**config.mk**
```make
export PLATFORM = sky130hd
export DESIGN_NAME = scg_top
export DESIGN_NICKNAME = d
export VERILOG_FILES = /design/src/verilog/scg_pkg.sv /design/src/verilog/scg_top.sv /design/src/verilog/scg_baud_gen.sv
export SDC_FILE = /design/constraint.sdc
export NUM_CORES = 1
export LEC_CHECK = 0
export BUFFER_PORTS_ARGS = -buffer_cell sky130_fd_sc_hd__buf_2
export CORE_ASPECT_RATIO = 0.8
export CORE_MARGIN = 2
export CORE_UTILIZATION = 55
export CTS_BUF_LIST = sky130_fd_sc_hd__clkbuf_16
export CTS_CLUSTER_DIAMETER = 40
export CTS_CLUSTER_SIZE = 28
export DETAILED_ROUTE_END_ITERATION = 16
export PLACE_DENSITY = 0.81
export SYNTH_ARGS = -nofsm -noshare
export SYNTH_HDL_FRONTEND = slang
export SYNTH_HIERARCHICAL = 1
export SYNTH_SLANG_ARGS = --single-unit
export TNS_END_PERCENT = 5
```
**constraint.sdc**
```tcl
create_clock -name clk_sys_in -period 4.22 [get_ports clk_sys_in]
set_clock_uncertainty 0.15 [all_clocks]
set_input_delay 0.211 -clock clk_sys_in [delete_from_list [all_inputs] [get_ports clk_sys_in]]
set_output_delay 0.211 -clock clk_sys_in [all_outputs]
set_load 0.01 [all_outputs]
```
**src/verilog/scg_pkg.sv**
```systemverilog
package scg_pkg;
	// ==========================================
	// register map (byte addresses, one word each)
	localparam logic [7:0] SCG_MODE0_OFF = 8'h00;
	localparam logic [7:0] SCG_CTRL_OFF = 8'h04;
	localparam logic [7:0] SCG_BAUD_OFF = 8'h08;
	localparam logic [7:0] SCG_FRAC_OFF = 8'h0c;
	localparam logic [7:0] SCG_TCMP_OFF = 8'h10;
	localparam logic [7:0] SCG_STAT_OFF = 8'h14;

	// ==========================================
	// field positions
	localparam int SCG_SM_LSB = 0;
	localparam int SCG_SC_LSB = 2;
	localparam int SCG_IOC_BIT = 0;
	localparam int SCG_SCLKS_BIT = 1;
	localparam int SCG_BRS_LSB = 0;
	localparam int SCG_BAUD_INPUT_SELECT_LSB = 4;
	localparam int SCG_BRADDE_BIT = 6;
	localparam int SCG_BRK_LSB = 0;

	// ==========================================
	// field codes
	localparam logic [1:0] SCG_SM_IO = 2'h0;
	localparam logic [1:0] SCG_SC_TIMER = 2'h0;
	localparam logic [1:0] SCG_SC_BAUD = 2'h1;
	localparam logic [1:0] SCG_SC_FSYS = 2'h2;
	localparam logic [1:0] SCG_SC_PIN = 2'h3;
	localparam logic [1:0] SCG_BAUD_INPUT_SELECT_DIV2 = 2'h0;
	localparam logic [1:0] SCG_BAUD_INPUT_SELECT_DIV8 = 2'h1;
	localparam logic [1:0] SCG_BAUD_INPUT_SELECT_DIV32 = 2'h2;
	localparam logic [1:0] SCG_BAUD_INPUT_SELECT_DIV128 = 2'h3;

	// ==========================================
	// reset values
	localparam logic [3:0] SCG_MODE0_RST = 4'h0;
	localparam logic [1:0] SCG_CTRL_RST = 2'h0;
	localparam logic [6:0] SCG_BAUD_RST = 7'h00;
	localparam logic [3:0] SCG_FRAC_RST = 4'h0;
	localparam logic [15:0] SCG_TCMP_RST = 16'h0000;

	// ==========================================
	// counts and bus response codes
	localparam logic [3:0] SCG_OVERSAMPLE_LAST = 4'hf;
	localparam logic [3:0] SCG_SAMPLE_FIRST = 4'h6;
	localparam logic [3:0] SCG_SAMPLE_LAST = 4'h8;
	localparam logic [1:0] SCG_RESP_OKAY = 2'h0;
	localparam logic [1:0] SCG_RESP_SLVERR = 2'h2;
endpackage

```
**src/verilog/scg_top.sv**
```systemverilog
// Chosen here: the placing of the registers and register access over AXI4-Lite.
module scg_top
	import scg_pkg::*;
(
	input wire logic clk_sys_in,
	input wire logic nrst_in,
	input wire logic [31:0] s_axi_awaddr_in,
	input wire logic s_axi_awvalid_in,
	output logic s_axi_awready_out,
	input wire logic [31:0] s_axi_wdata_in,
	input wire logic [3:0] s_axi_wstrb_in,
	input wire logic s_axi_wvalid_in,
	output logic s_axi_wready_out,
	output logic [1:0] s_axi_bresp_out,
	output logic s_axi_bvalid_out,
	input wire logic s_axi_bready_in,
	input wire logic [31:0] s_axi_araddr_in,
	input wire logic s_axi_arvalid_in,
	output logic s_axi_arready_out,
	output logic [31:0] s_axi_rdata_out,
	output logic [1:0] s_axi_rresp_out,
	output logic s_axi_rvalid_out,
	input wire logic s_axi_rready_in,
	input wire logic sclk_pin_in,
	output logic sclk_pin_out,
	output logic sclk_pin_oe_out,
	input wire logic rx_restart_in,
	output logic serial_transfer_clock_out,
	output logic io_shift_tick_out,
	output logic uart_tx_bit_tick_out,
	output logic uart_rx_bit_tick_out,
	output logic uart_rx_sample_out
);
	// ==========================================
	// registers
	logic [3:0] mode0_reg, mode0_next;
	logic [1:0] ctrl_reg, ctrl_next;
	logic [6:0] baud_reg, baud_next;
	logic [3:0] frac_reg, frac_next;
	logic [15:0] tcmp_reg, tcmp_next;
	logic aw_full_reg, aw_full_next;
	logic w_full_reg, w_full_next;
	logic [7:0] aw_addr_reg, aw_addr_next;
	logic [31:0] w_data_reg, w_data_next;
	logic [3:0] w_strb_reg, w_strb_next;
	logic bvalid_reg, bvalid_next;
	logic [1:0] bresp_reg, bresp_next;
	logic rvalid_reg, rvalid_next;
	logic [1:0] rresp_reg, rresp_next;
	logic [31:0] rdata_reg, rdata_next;
	logic awready_reg, awready_next;
	logic wready_reg, wready_next;
	logic arready_reg, arready_next;
	logic oe_reg, oe_next;
	logic [31:0] wr_word;

	logic [1:0] serial_mode_select;
	logic [1:0] uart_clock_source_select;
	logic [1:0] baud_input_select;
	logic io_clock_is_input;
	logic io_falling_edge;
	logic is_uart;

	assign serial_mode_select = mode0_reg[SCG_SM_LSB +: 2];
	assign uart_clock_source_select = mode0_reg[SCG_SC_LSB +: 2];
	assign baud_input_select = baud_reg[SCG_BAUD_INPUT_SELECT_LSB +: 2];
	assign io_clock_is_input = ctrl_reg[SCG_IOC_BIT];
	assign io_falling_edge = ctrl_reg[SCG_SCLKS_BIT];
	assign is_uart = (serial_mode_select != SCG_SM_IO);

	function automatic logic [31:0] merge_bytes(input logic [31:0] old, input logic [31:0] data,
			input logic [3:0] strb);
		logic [31:0] r;
		r = old;
		for (int i = 0; i < 4; i++) begin
			if (strb[i]) begin
				r[8*i +: 8] = data[8*i +: 8];
			end
		end
		return r;
	endfunction

	// ==========================================
	// clock sources
	logic [6:0] pre_reg, pre_next;
	logic [15:0] tcnt_reg, tcnt_next;
	logic tff_reg, tff_next;
	logic pin_s1_reg, pin_s2_reg, pin_s3_reg;
	logic tap_tick;
	logic gen_tick;
	logic pin_rise, pin_fall;

	always_comb begin
		pre_next = pre_reg + 7'h01;
		tcnt_next = tcnt_reg;
		tff_next = tff_reg;
		// timer counts on the fastest tap, flop inverts after compare taps
		if (pre_reg[0]) begin
			if ({1'b0, tcnt_reg} + 17'h00001 >= {1'b0, tcmp_reg}) begin
				tcnt_next = 16'h0000;
				tff_next = !tff_reg;
			end else begin
				tcnt_next = tcnt_reg + 16'h0001;
			end
		end
		unique case (baud_input_select)
			SCG_BAUD_INPUT_SELECT_DIV2: tap_tick = pre_reg[0];
			SCG_BAUD_INPUT_SELECT_DIV8: tap_tick = &pre_reg[2:0];
			SCG_BAUD_INPUT_SELECT_DIV32: tap_tick = &pre_reg[4:0];
			SCG_BAUD_INPUT_SELECT_DIV128: tap_tick = &pre_reg[6:0];
		endcase
	end

	always_ff @(posedge clk_sys_in or negedge nrst_in) begin
		if (!nrst_in) begin
			pre_reg <= 7'h00;
			tcnt_reg <= 16'h0000;
			tff_reg <= 1'b0;
			pin_s1_reg <= 1'b0;
			pin_s2_reg <= 1'b0;
			pin_s3_reg <= 1'b0;
		end else begin
			pre_reg <= pre_next;
			tcnt_reg <= tcnt_next;
			tff_reg <= tff_next;
			pin_s1_reg <= sclk_pin_in;
			pin_s2_reg <= pin_s1_reg;
			pin_s3_reg <= pin_s2_reg;
		end
	end

	// the pin is only trusted when slower than two system clocks
	assign pin_rise = pin_s2_reg && !pin_s3_reg;
	assign pin_fall = !pin_s2_reg && pin_s3_reg;

	// fraction is ignored outside UART so I/O mode stays integer
	scg_baud_gen u_baud_gen (
		.clk_sys_in(clk_sys_in),
		.nrst_in(nrst_in),
		.tick_in(tap_tick),
		.div_n_in(baud_reg[SCG_BRS_LSB +: 4]),
		.frac_en_in(is_uart && baud_reg[SCG_BRADDE_BIT]),
		.frac_k_in(frac_reg),
		.tick_out(gen_tick)
	);

	// ==========================================
	// clock selection and bit counters
	logic tff_prev_reg;
	logic sclk_reg, sclk_next;
	logic serial_transfer_clock_reg, serial_transfer_clock_next;
	logic shift_reg, shift_next;
	logic [3:0] rxcnt_reg, rxcnt_next;
	logic [3:0] txcnt_reg, txcnt_next;
	logic rxbit_reg, rxbit_next;
	logic txbit_reg, txbit_next;
	logic sample_reg, sample_next;
	logic sel_tick;

	always_comb begin
		sclk_next = sclk_reg;
		shift_next = 1'b0;
		sel_tick = 1'b0;
		if (is_uart) begin
			sclk_next = 1'b1;
			unique case (uart_clock_source_select)
				SCG_SC_TIMER: sel_tick = tff_reg && !tff_prev_reg;
				SCG_SC_BAUD: sel_tick = gen_tick;
				SCG_SC_FSYS: sel_tick = 1'b1;
				SCG_SC_PIN: sel_tick = pin_rise;
			endcase
		end else if (io_clock_is_input) begin
			sclk_next = 1'b1;
			sel_tick = io_falling_edge ? pin_fall : pin_rise;
			shift_next = sel_tick;
		end else begin
			// pin toggles per generator tick, shifting on its rising edge
			if (gen_tick) begin
				sclk_next = !sclk_reg;
				sel_tick = !sclk_reg;
			end
			shift_next = sel_tick;
		end
		serial_transfer_clock_next = sel_tick;
		rxcnt_next = rxcnt_reg;
		txcnt_next = txcnt_reg;
		rxbit_next = 1'b0;
		txbit_next = 1'b0;
		sample_next = 1'b0;
		if (!is_uart || rx_restart_in) begin
			rxcnt_next = 4'h0;
		end else if (sel_tick) begin
			rxcnt_next = rxcnt_reg + 4'h1;
			rxbit_next = (rxcnt_reg == SCG_OVERSAMPLE_LAST);
			sample_next = (rxcnt_reg >= SCG_SAMPLE_FIRST) && (rxcnt_reg <= SCG_SAMPLE_LAST);
		end
		if (!is_uart) begin
			txcnt_next = 4'h0;
		end else if (sel_tick) begin
			txcnt_next = txcnt_reg + 4'h1;
			txbit_next = (txcnt_reg == SCG_OVERSAMPLE_LAST);
		end
	end

	always_ff @(posedge clk_sys_in or negedge nrst_in) begin
		if (!nrst_in) begin
			tff_prev_reg <= 1'b0;
			sclk_reg <= 1'b1;
			serial_transfer_clock_reg <= 1'b0;
			shift_reg <= 1'b0;
			rxcnt_reg <= 4'h0;
			txcnt_reg <= 4'h0;
			rxbit_reg <= 1'b0;
			txbit_reg <= 1'b0;
			sample_reg <= 1'b0;
		end else begin
			tff_prev_reg <= tff_reg;
			sclk_reg <= sclk_next;
			serial_transfer_clock_reg <= serial_transfer_clock_next;
			shift_reg <= shift_next;
			rxcnt_reg <= rxcnt_next;
			txcnt_reg <= txcnt_next;
			rxbit_reg <= rxbit_next;
			txbit_reg <= txbit_next;
			sample_reg <= sample_next;
		end
	end

	// ==========================================
	// register bus slave
	always_comb begin
		mode0_next = mode0_reg;
		ctrl_next = ctrl_reg;
		baud_next = baud_reg;
		frac_next = frac_reg;
		tcmp_next = tcmp_reg;
		aw_full_next = aw_full_reg;
		w_full_next = w_full_reg;
		aw_addr_next = aw_addr_reg;
		w_data_next = w_data_reg;
		w_strb_next = w_strb_reg;
		bvalid_next = bvalid_reg;
		bresp_next = bresp_reg;
		rvalid_next = rvalid_reg;
		rresp_next = rresp_reg;
		rdata_next = rdata_reg;
		wr_word = 32'h0000_0000;
		if (s_axi_awvalid_in && awready_reg) begin
			aw_full_next = 1'b1;
			aw_addr_next = s_axi_awaddr_in[7:0];
		end
		if (s_axi_wvalid_in && wready_reg) begin
			w_full_next = 1'b1;
			w_data_next = s_axi_wdata_in;
			w_strb_next = s_axi_wstrb_in;
		end
		if (bvalid_reg && s_axi_bready_in) begin
			bvalid_next = 1'b0;
		end
		if (aw_full_reg && w_full_reg && !bvalid_reg) begin
			aw_full_next = 1'b0;
			w_full_next = 1'b0;
			bvalid_next = 1'b1;
			bresp_next = SCG_RESP_OKAY;
			unique case (aw_addr_reg)
				SCG_MODE0_OFF: begin
					wr_word = merge_bytes({28'h0, mode0_reg}, w_data_reg, w_strb_reg);
					mode0_next = wr_word[3:0];
				end
				SCG_CTRL_OFF: begin
					wr_word = merge_bytes({30'h0, ctrl_reg}, w_data_reg, w_strb_reg);
					ctrl_next = wr_word[1:0];
					// edge select is held at rising while the pin is an output
					if (!wr_word[SCG_IOC_BIT]) begin
						ctrl_next[SCG_SCLKS_BIT] = 1'b0;
					end
				end
				SCG_BAUD_OFF: begin
					// divisor 1 is accepted; its legality rests with software
					wr_word = merge_bytes({25'h0, baud_reg}, w_data_reg, w_strb_reg);
					baud_next = wr_word[6:0];
				end
				SCG_FRAC_OFF: begin
					wr_word = merge_bytes({28'h0, frac_reg}, w_data_reg, w_strb_reg);
					frac_next = wr_word[3:0];
				end
				SCG_TCMP_OFF: begin
					wr_word = merge_bytes({16'h0, tcmp_reg}, w_data_reg, w_strb_reg);
					tcmp_next = wr_word[15:0];
				end
				default: bresp_next = SCG_RESP_SLVERR;
			endcase
		end
		if (rvalid_reg && s_axi_rready_in) begin
			rvalid_next = 1'b0;
		end
		if (s_axi_arvalid_in && arready_reg) begin
			rvalid_next = 1'b1;
			rresp_next = SCG_RESP_OKAY;
			unique case (s_axi_araddr_in[7:0])
				SCG_MODE0_OFF: rdata_next = {28'h0, mode0_reg};
				SCG_CTRL_OFF: rdata_next = {30'h0, ctrl_reg};
				SCG_BAUD_OFF: rdata_next = {25'h0, baud_reg};
				SCG_FRAC_OFF: rdata_next = {28'h0, frac_reg};
				SCG_TCMP_OFF: rdata_next = {16'h0, tcmp_reg};
				SCG_STAT_OFF: rdata_next = {21'h0, rxcnt_reg, txcnt_reg, pin_s2_reg, tff_reg, sclk_reg};
				default: begin
					rdata_next = 32'h0000_0000;
					rresp_next = SCG_RESP_SLVERR;
				end
			endcase
		end
		// registered from the next register values so the drive follows the write at once
		oe_next = (mode0_next[SCG_SM_LSB +: 2] == SCG_SM_IO) && !ctrl_next[SCG_IOC_BIT];
		awready_next = !aw_full_next;
		wready_next = !w_full_next;
		arready_next = !rvalid_next;
	end

	always_ff @(posedge clk_sys_in or negedge nrst_in) begin
		if (!nrst_in) begin
			mode0_reg <= SCG_MODE0_RST;
			ctrl_reg <= SCG_CTRL_RST;
			baud_reg <= SCG_BAUD_RST;
			frac_reg <= SCG_FRAC_RST;
			tcmp_reg <= SCG_TCMP_RST;
			aw_full_reg <= 1'b0;
			w_full_reg <= 1'b0;
			aw_addr_reg <= 8'h00;
			w_data_reg <= 32'h0000_0000;
			w_strb_reg <= 4'h0;
			bvalid_reg <= 1'b0;
			bresp_reg <= 2'h0;
			rvalid_reg <= 1'b0;
			rresp_reg <= 2'h0;
			rdata_reg <= 32'h0000_0000;
			awready_reg <= 1'b0;
			wready_reg <= 1'b0;
			arready_reg <= 1'b0;
			oe_reg <= 1'b1;
		end else begin
			mode0_reg <= mode0_next;
			ctrl_reg <= ctrl_next;
			baud_reg <= baud_next;
			frac_reg <= frac_next;
			tcmp_reg <= tcmp_next;
			aw_full_reg <= aw_full_next;
			w_full_reg <= w_full_next;
			aw_addr_reg <= aw_addr_next;
			w_data_reg <= w_data_next;
			w_strb_reg <= w_strb_next;
			bvalid_reg <= bvalid_next;
			bresp_reg <= bresp_next;
			rvalid_reg <= rvalid_next;
			rresp_reg <= rresp_next;
			rdata_reg <= rdata_next;
			awready_reg <= awready_next;
			wready_reg <= wready_next;
			arready_reg <= arready_next;
			oe_reg <= oe_next;
		end
	end

	assign s_axi_awready_out = awready_reg;
	assign s_axi_wready_out = wready_reg;
	assign s_axi_bvalid_out = bvalid_reg;
	assign s_axi_bresp_out = bresp_reg;
	assign s_axi_arready_out = arready_reg;
	assign s_axi_rvalid_out = rvalid_reg;
	assign s_axi_rresp_out = rresp_reg;
	assign s_axi_rdata_out = rdata_reg;
	assign sclk_pin_out = sclk_reg;
	assign sclk_pin_oe_out = oe_reg;
	assign serial_transfer_clock_out = serial_transfer_clock_reg;
	assign io_shift_tick_out = shift_reg;
	assign uart_tx_bit_tick_out = txbit_reg;
	assign uart_rx_bit_tick_out = rxbit_reg;
	assign uart_rx_sample_out = sample_reg;
endmodule // scg_top

```
**src/verilog/scg_baud_gen.sv**
```systemverilog
// divides input ticks by n, or by n + (16-k)/16 when frac_en_in is set
module scg_baud_gen
	import scg_pkg::*;
(
	input wire logic clk_sys_in,
	input wire logic nrst_in,
	input wire logic tick_in,
	input wire logic [3:0] div_n_in,
	input wire logic frac_en_in,
	input wire logic [3:0] frac_k_in,
	output logic tick_out
);
	logic [4:0] cnt_reg, cnt_next;
	logic [3:0] acc_reg, acc_next;
	logic stretch_reg, stretch_next;
	logic tick_reg, tick_next;
	logic [4:0] period;
	logic [4:0] acc_sum;

	// ==========================================
	// period control
	always_comb begin
		// field value 0 stands for 16
		period = (div_n_in == 4'h0) ? 5'h10 : {1'b0, div_n_in};
		if (stretch_reg) begin
			period = period + 5'h01;
		end
		acc_sum = {1'b0, acc_reg} + (5'h10 - {1'b0, frac_k_in});
		cnt_next = cnt_reg;
		acc_next = acc_reg;
		stretch_next = stretch_reg;
		tick_next = 1'b0;
		if (tick_in) begin
			if (cnt_reg + 5'h01 >= period) begin
				cnt_next = 5'h00;
				tick_next = 1'b1;
				// carry of the accumulator spreads 16-k long periods evenly over 16
				if (frac_en_in) begin
					acc_next = acc_sum[3:0];
					stretch_next = acc_sum[4];
				end else begin
					acc_next = 4'h0;
					stretch_next = 1'b0;
				end
			end else begin
				cnt_next = cnt_reg + 5'h01;
			end
		end
	end

	always_ff @(posedge clk_sys_in or negedge nrst_in) begin
		if (!nrst_in) begin
			cnt_reg <= 5'h00;
			acc_reg <= 4'h0;
			stretch_reg <= 1'b0;
			tick_reg <= 1'b0;
		end else begin
			cnt_reg <= cnt_next;
			acc_reg <= acc_next;
			stretch_reg <= stretch_next;
			tick_reg <= tick_next;
		end
	end

	assign tick_out = tick_reg;
endmodule // scg_baud_gen

```
==> results by group <==
Status
  • Status: completed

Detailed routing
  • DRC: 0
  • Routed len/inst: 16.8 um
  • Vias per cell: 5.66
  • ANT nets after route: 0
  • DRT Wirelength: 15.8 mm
  • DRT iter0 DRCs: 391
  • Via count: 5309
  • Drt pass-1 iters: 5

GRT
  • Vias in the first global route: 5365
  • First-pass GRT wire length: 26.6 mm
  • Largest net degree at the start of global routing: 112
  • Tot GR Track Use: 0.250
  • Initial antenna violation count: 0
  • Gr ovfl total: 0

Synth
  • Async SR Flop Fraction: 1.00
  • Yosys reg bits: 138
  • Yosys top cell by area: dfrtp_1
  • Sequential share of the synthesized area: 0.490
  • Library cells used by synthesis: 61
  • Mean Syn Cell Area: 10.9 um^2
  • Share of the synthesized area in the top cell type: 0.483
  • EDFF count, synth: 0
  • Post-synth top cells: 136 x dfrtp_1, 59 x mux2_2, 58 x nand2_1
  • Yosys warning total: 6
  • Post-synth top flop: dfrtp_1
  • Area of the mapped netlist: 0.00705 mm^2
  • Top-count cell post-synth: dfrtp_1
  • Top cells by area, synth: dfrtp_1 48%, mux2_2 9.4%, ha_1 6.2%
  • Post-synthesis cell count: 645

Placement
  • IO Port Bufs: 72
  • GPL Wtd Cong: 0.889
  • Hpwl dp: 10.8 mm
  • Area after DPL: 0.00753 mm^2

Finish
  • Multi-input combinational cell area: 0.00328 mm^2
  • Layout cells sized above 1: 0.245
  • Final instance area: 0.00846 mm^2
  • Antenna Diode Count: 0
  • Area growth syn-to-layout: 20.1%
  • Layout fillers: 899
  • Core Util, Final: 0.686
  • Nets: 899
  • Reg area: 0.00346 mm^2

Pwr
  • Cell Pwr Density: 552 mW/mm^2
  • Lkg Pwr: 4.04 nW
  • Worst VDD drop: 0.000314 V

Setup path
  • Critical Path Source Type: register
  • Critical Path RT: 4370 ps
  • Worst-path cell chain: ha_1 > nand3_1 > nor4_2 > nand4_1 > xnor2_1 > ha_1 > nand3_1 > nor3_1 > o311ai_0 > nand3_1 > buf_4 > o21ai_0 > a22o_1
  • CP bufs+invs: 1
  • Peak per-stage delay on the critical path: 440 ps
  • Crit-path slowest cell: dfrtp_1
  • Largest delay share family, worst path: simple AND/OR/NAND/NOR gates
  • Most frequent CP cell: nand3_1
  • CP max FO: 11
  • Crit Path Category: reg -> reg
  • Worst Setup End Kind: register
  • Critical path arrival: 3870 ps

STA
  • Final hold violation count: 0
  • Worst hold margin: 174 ps
  • Fin crit share: 0.881
  • Slew @ Worst Pin: 1030 ps
  • Setup TNS: 0 ps
  • Minimum clock period: 3720 ps
  • Fmax: 0.269 GHz
  • Max-Slew Margin vs Limit: 0.316
  • Pins over their slew limit: 0
  • Final setup vio count: 0
  • RSZ-0062 raised after global routing: false

Floorplanning
  • Row cnt: 36
  • Core Region: 0.0123 mm^2
  • Die Ht: 105 um
  • Full die area: 0.0137 mm^2
  • Die width: 131 um
  • Initial Utilization: 0.571
  • IO Pins: 157

Run
  • Max-Cap Viols: 0

Min path
  • HP Class: in -> reg

Clocking
  • Post-CTS setup buffers: 0
  • CTS tree: yes
  • Max clock buf depth: 2
  • CTS Hold Bufs: 31
  • Worst-path clk slew: 60 ps
  • CTS resizes: 0
  • TritonCTS Buffers: 17
  • Sink Count: 138
  • Root Driver: clkbuf_16
  • Later-pin clock latency in the skew report: 420 ps
  • H-tree Lvls: 4
==> cell type report <==
| cell class | instances | area share |
|---|---|---|
| Clock buffer | 17 | 0.0503 |
| Tap cell | 171 | 0.0253 |
| Inverter | 46 | 0.0204 |
| Multi-Input combinational cell | 443 | 0.388 |
| Sequential cell | 138 | 0.408 |
| Timing Repair Buffer | 108 | 0.0844 |
| Clock inverter | 15 | 0.0235 |
==> report_power, final <==
part / switching (W) / total [W] / internal (W)
clock: 0.000577 / 0.00157 / 0.000989
combinational: 0.000678 / 0.00126 / 0.000585
sequential: 0.000253 / 0.00184 / 0.00159
total: 0.00151 / 0.00467 / 0.00316
==> tightest hold or removal path, cell delays in order <==
cell and delay (ps):
buf_2 70, nand2_1 40, buf_4 220, o21ai_0 140
==> through the flow <==
| stage | power, W | instances | setup WS (ps) |
|---|---|---|---|
| after floorplan | 0.00270 | 662 | 1000 |
| after global placement | 0.00300 | 875 | 628 |
| after detailed placement | 0.00308 | 875 | 524 |
| after CTS | 0.00467 | 938 | 518 |
| after global routing | 0.00494 | 938 | 132 |
| final | 0.00467 | 938 | 502 |
==> logic make-up after synthesis <==
logic type,synth area share
mux,0.118
simple gates,0.133
other cells,0.000532
fa+ha+maj,0.0650
buf+inv,0.0531
compound gates,0.101
flops,0.490
xor+xnor,0.0385
==> cells in the final DEF (no fill, tap or decap), types with 23 or more instances in the layout <==
cell type and instances:
ha_1 35, o21ai_0 33, inv_1 46, dlygate4sd3_1 31, dfrtp_1 136, buf_2 71
mux2_2 59, nand2_1 58, nand3_1 23, nor2_1 35
==> worst paths after layout <==
kind	startpoint	to	slack, ps	cells past startpoint
worst max-delay path	tcnt_reg[0]$_DFFE_PN0P_	tcnt_reg[7]$_DFFE_PN0P_	500	13
worst min-delay path	s_axi_arvalid_in	s_axi_rvalid_out$_DFF_PN0_	170	4
worst max register to register	tcnt_reg[0]$_DFFE_PN0P_	tcnt_reg[7]$_DFFE_PN0P_	500	13
worst min register to register	pin_s1_reg$_DFF_PN0_	pin_s2_reg$_DFF_PN0_	210	0
max in group asynchronous	nrst_in	frac_reg[2]$_DFFE_PN0P_	2610	3
min in group asynchronous	nrst_in	aw_addr_reg[0]$_DFFE_PN0P_	340	2
==> per-layer routing <==
layer	GRT usage	vias up	share of wire
met4	0.0843	0	0.016
met1	0.354	2614	0.45
met2	0.389	205	0.47
met3	0.0452	27	0.063
met5	0	-	0
li1	-	2463	-
Power figures use the tool's default switching activity.
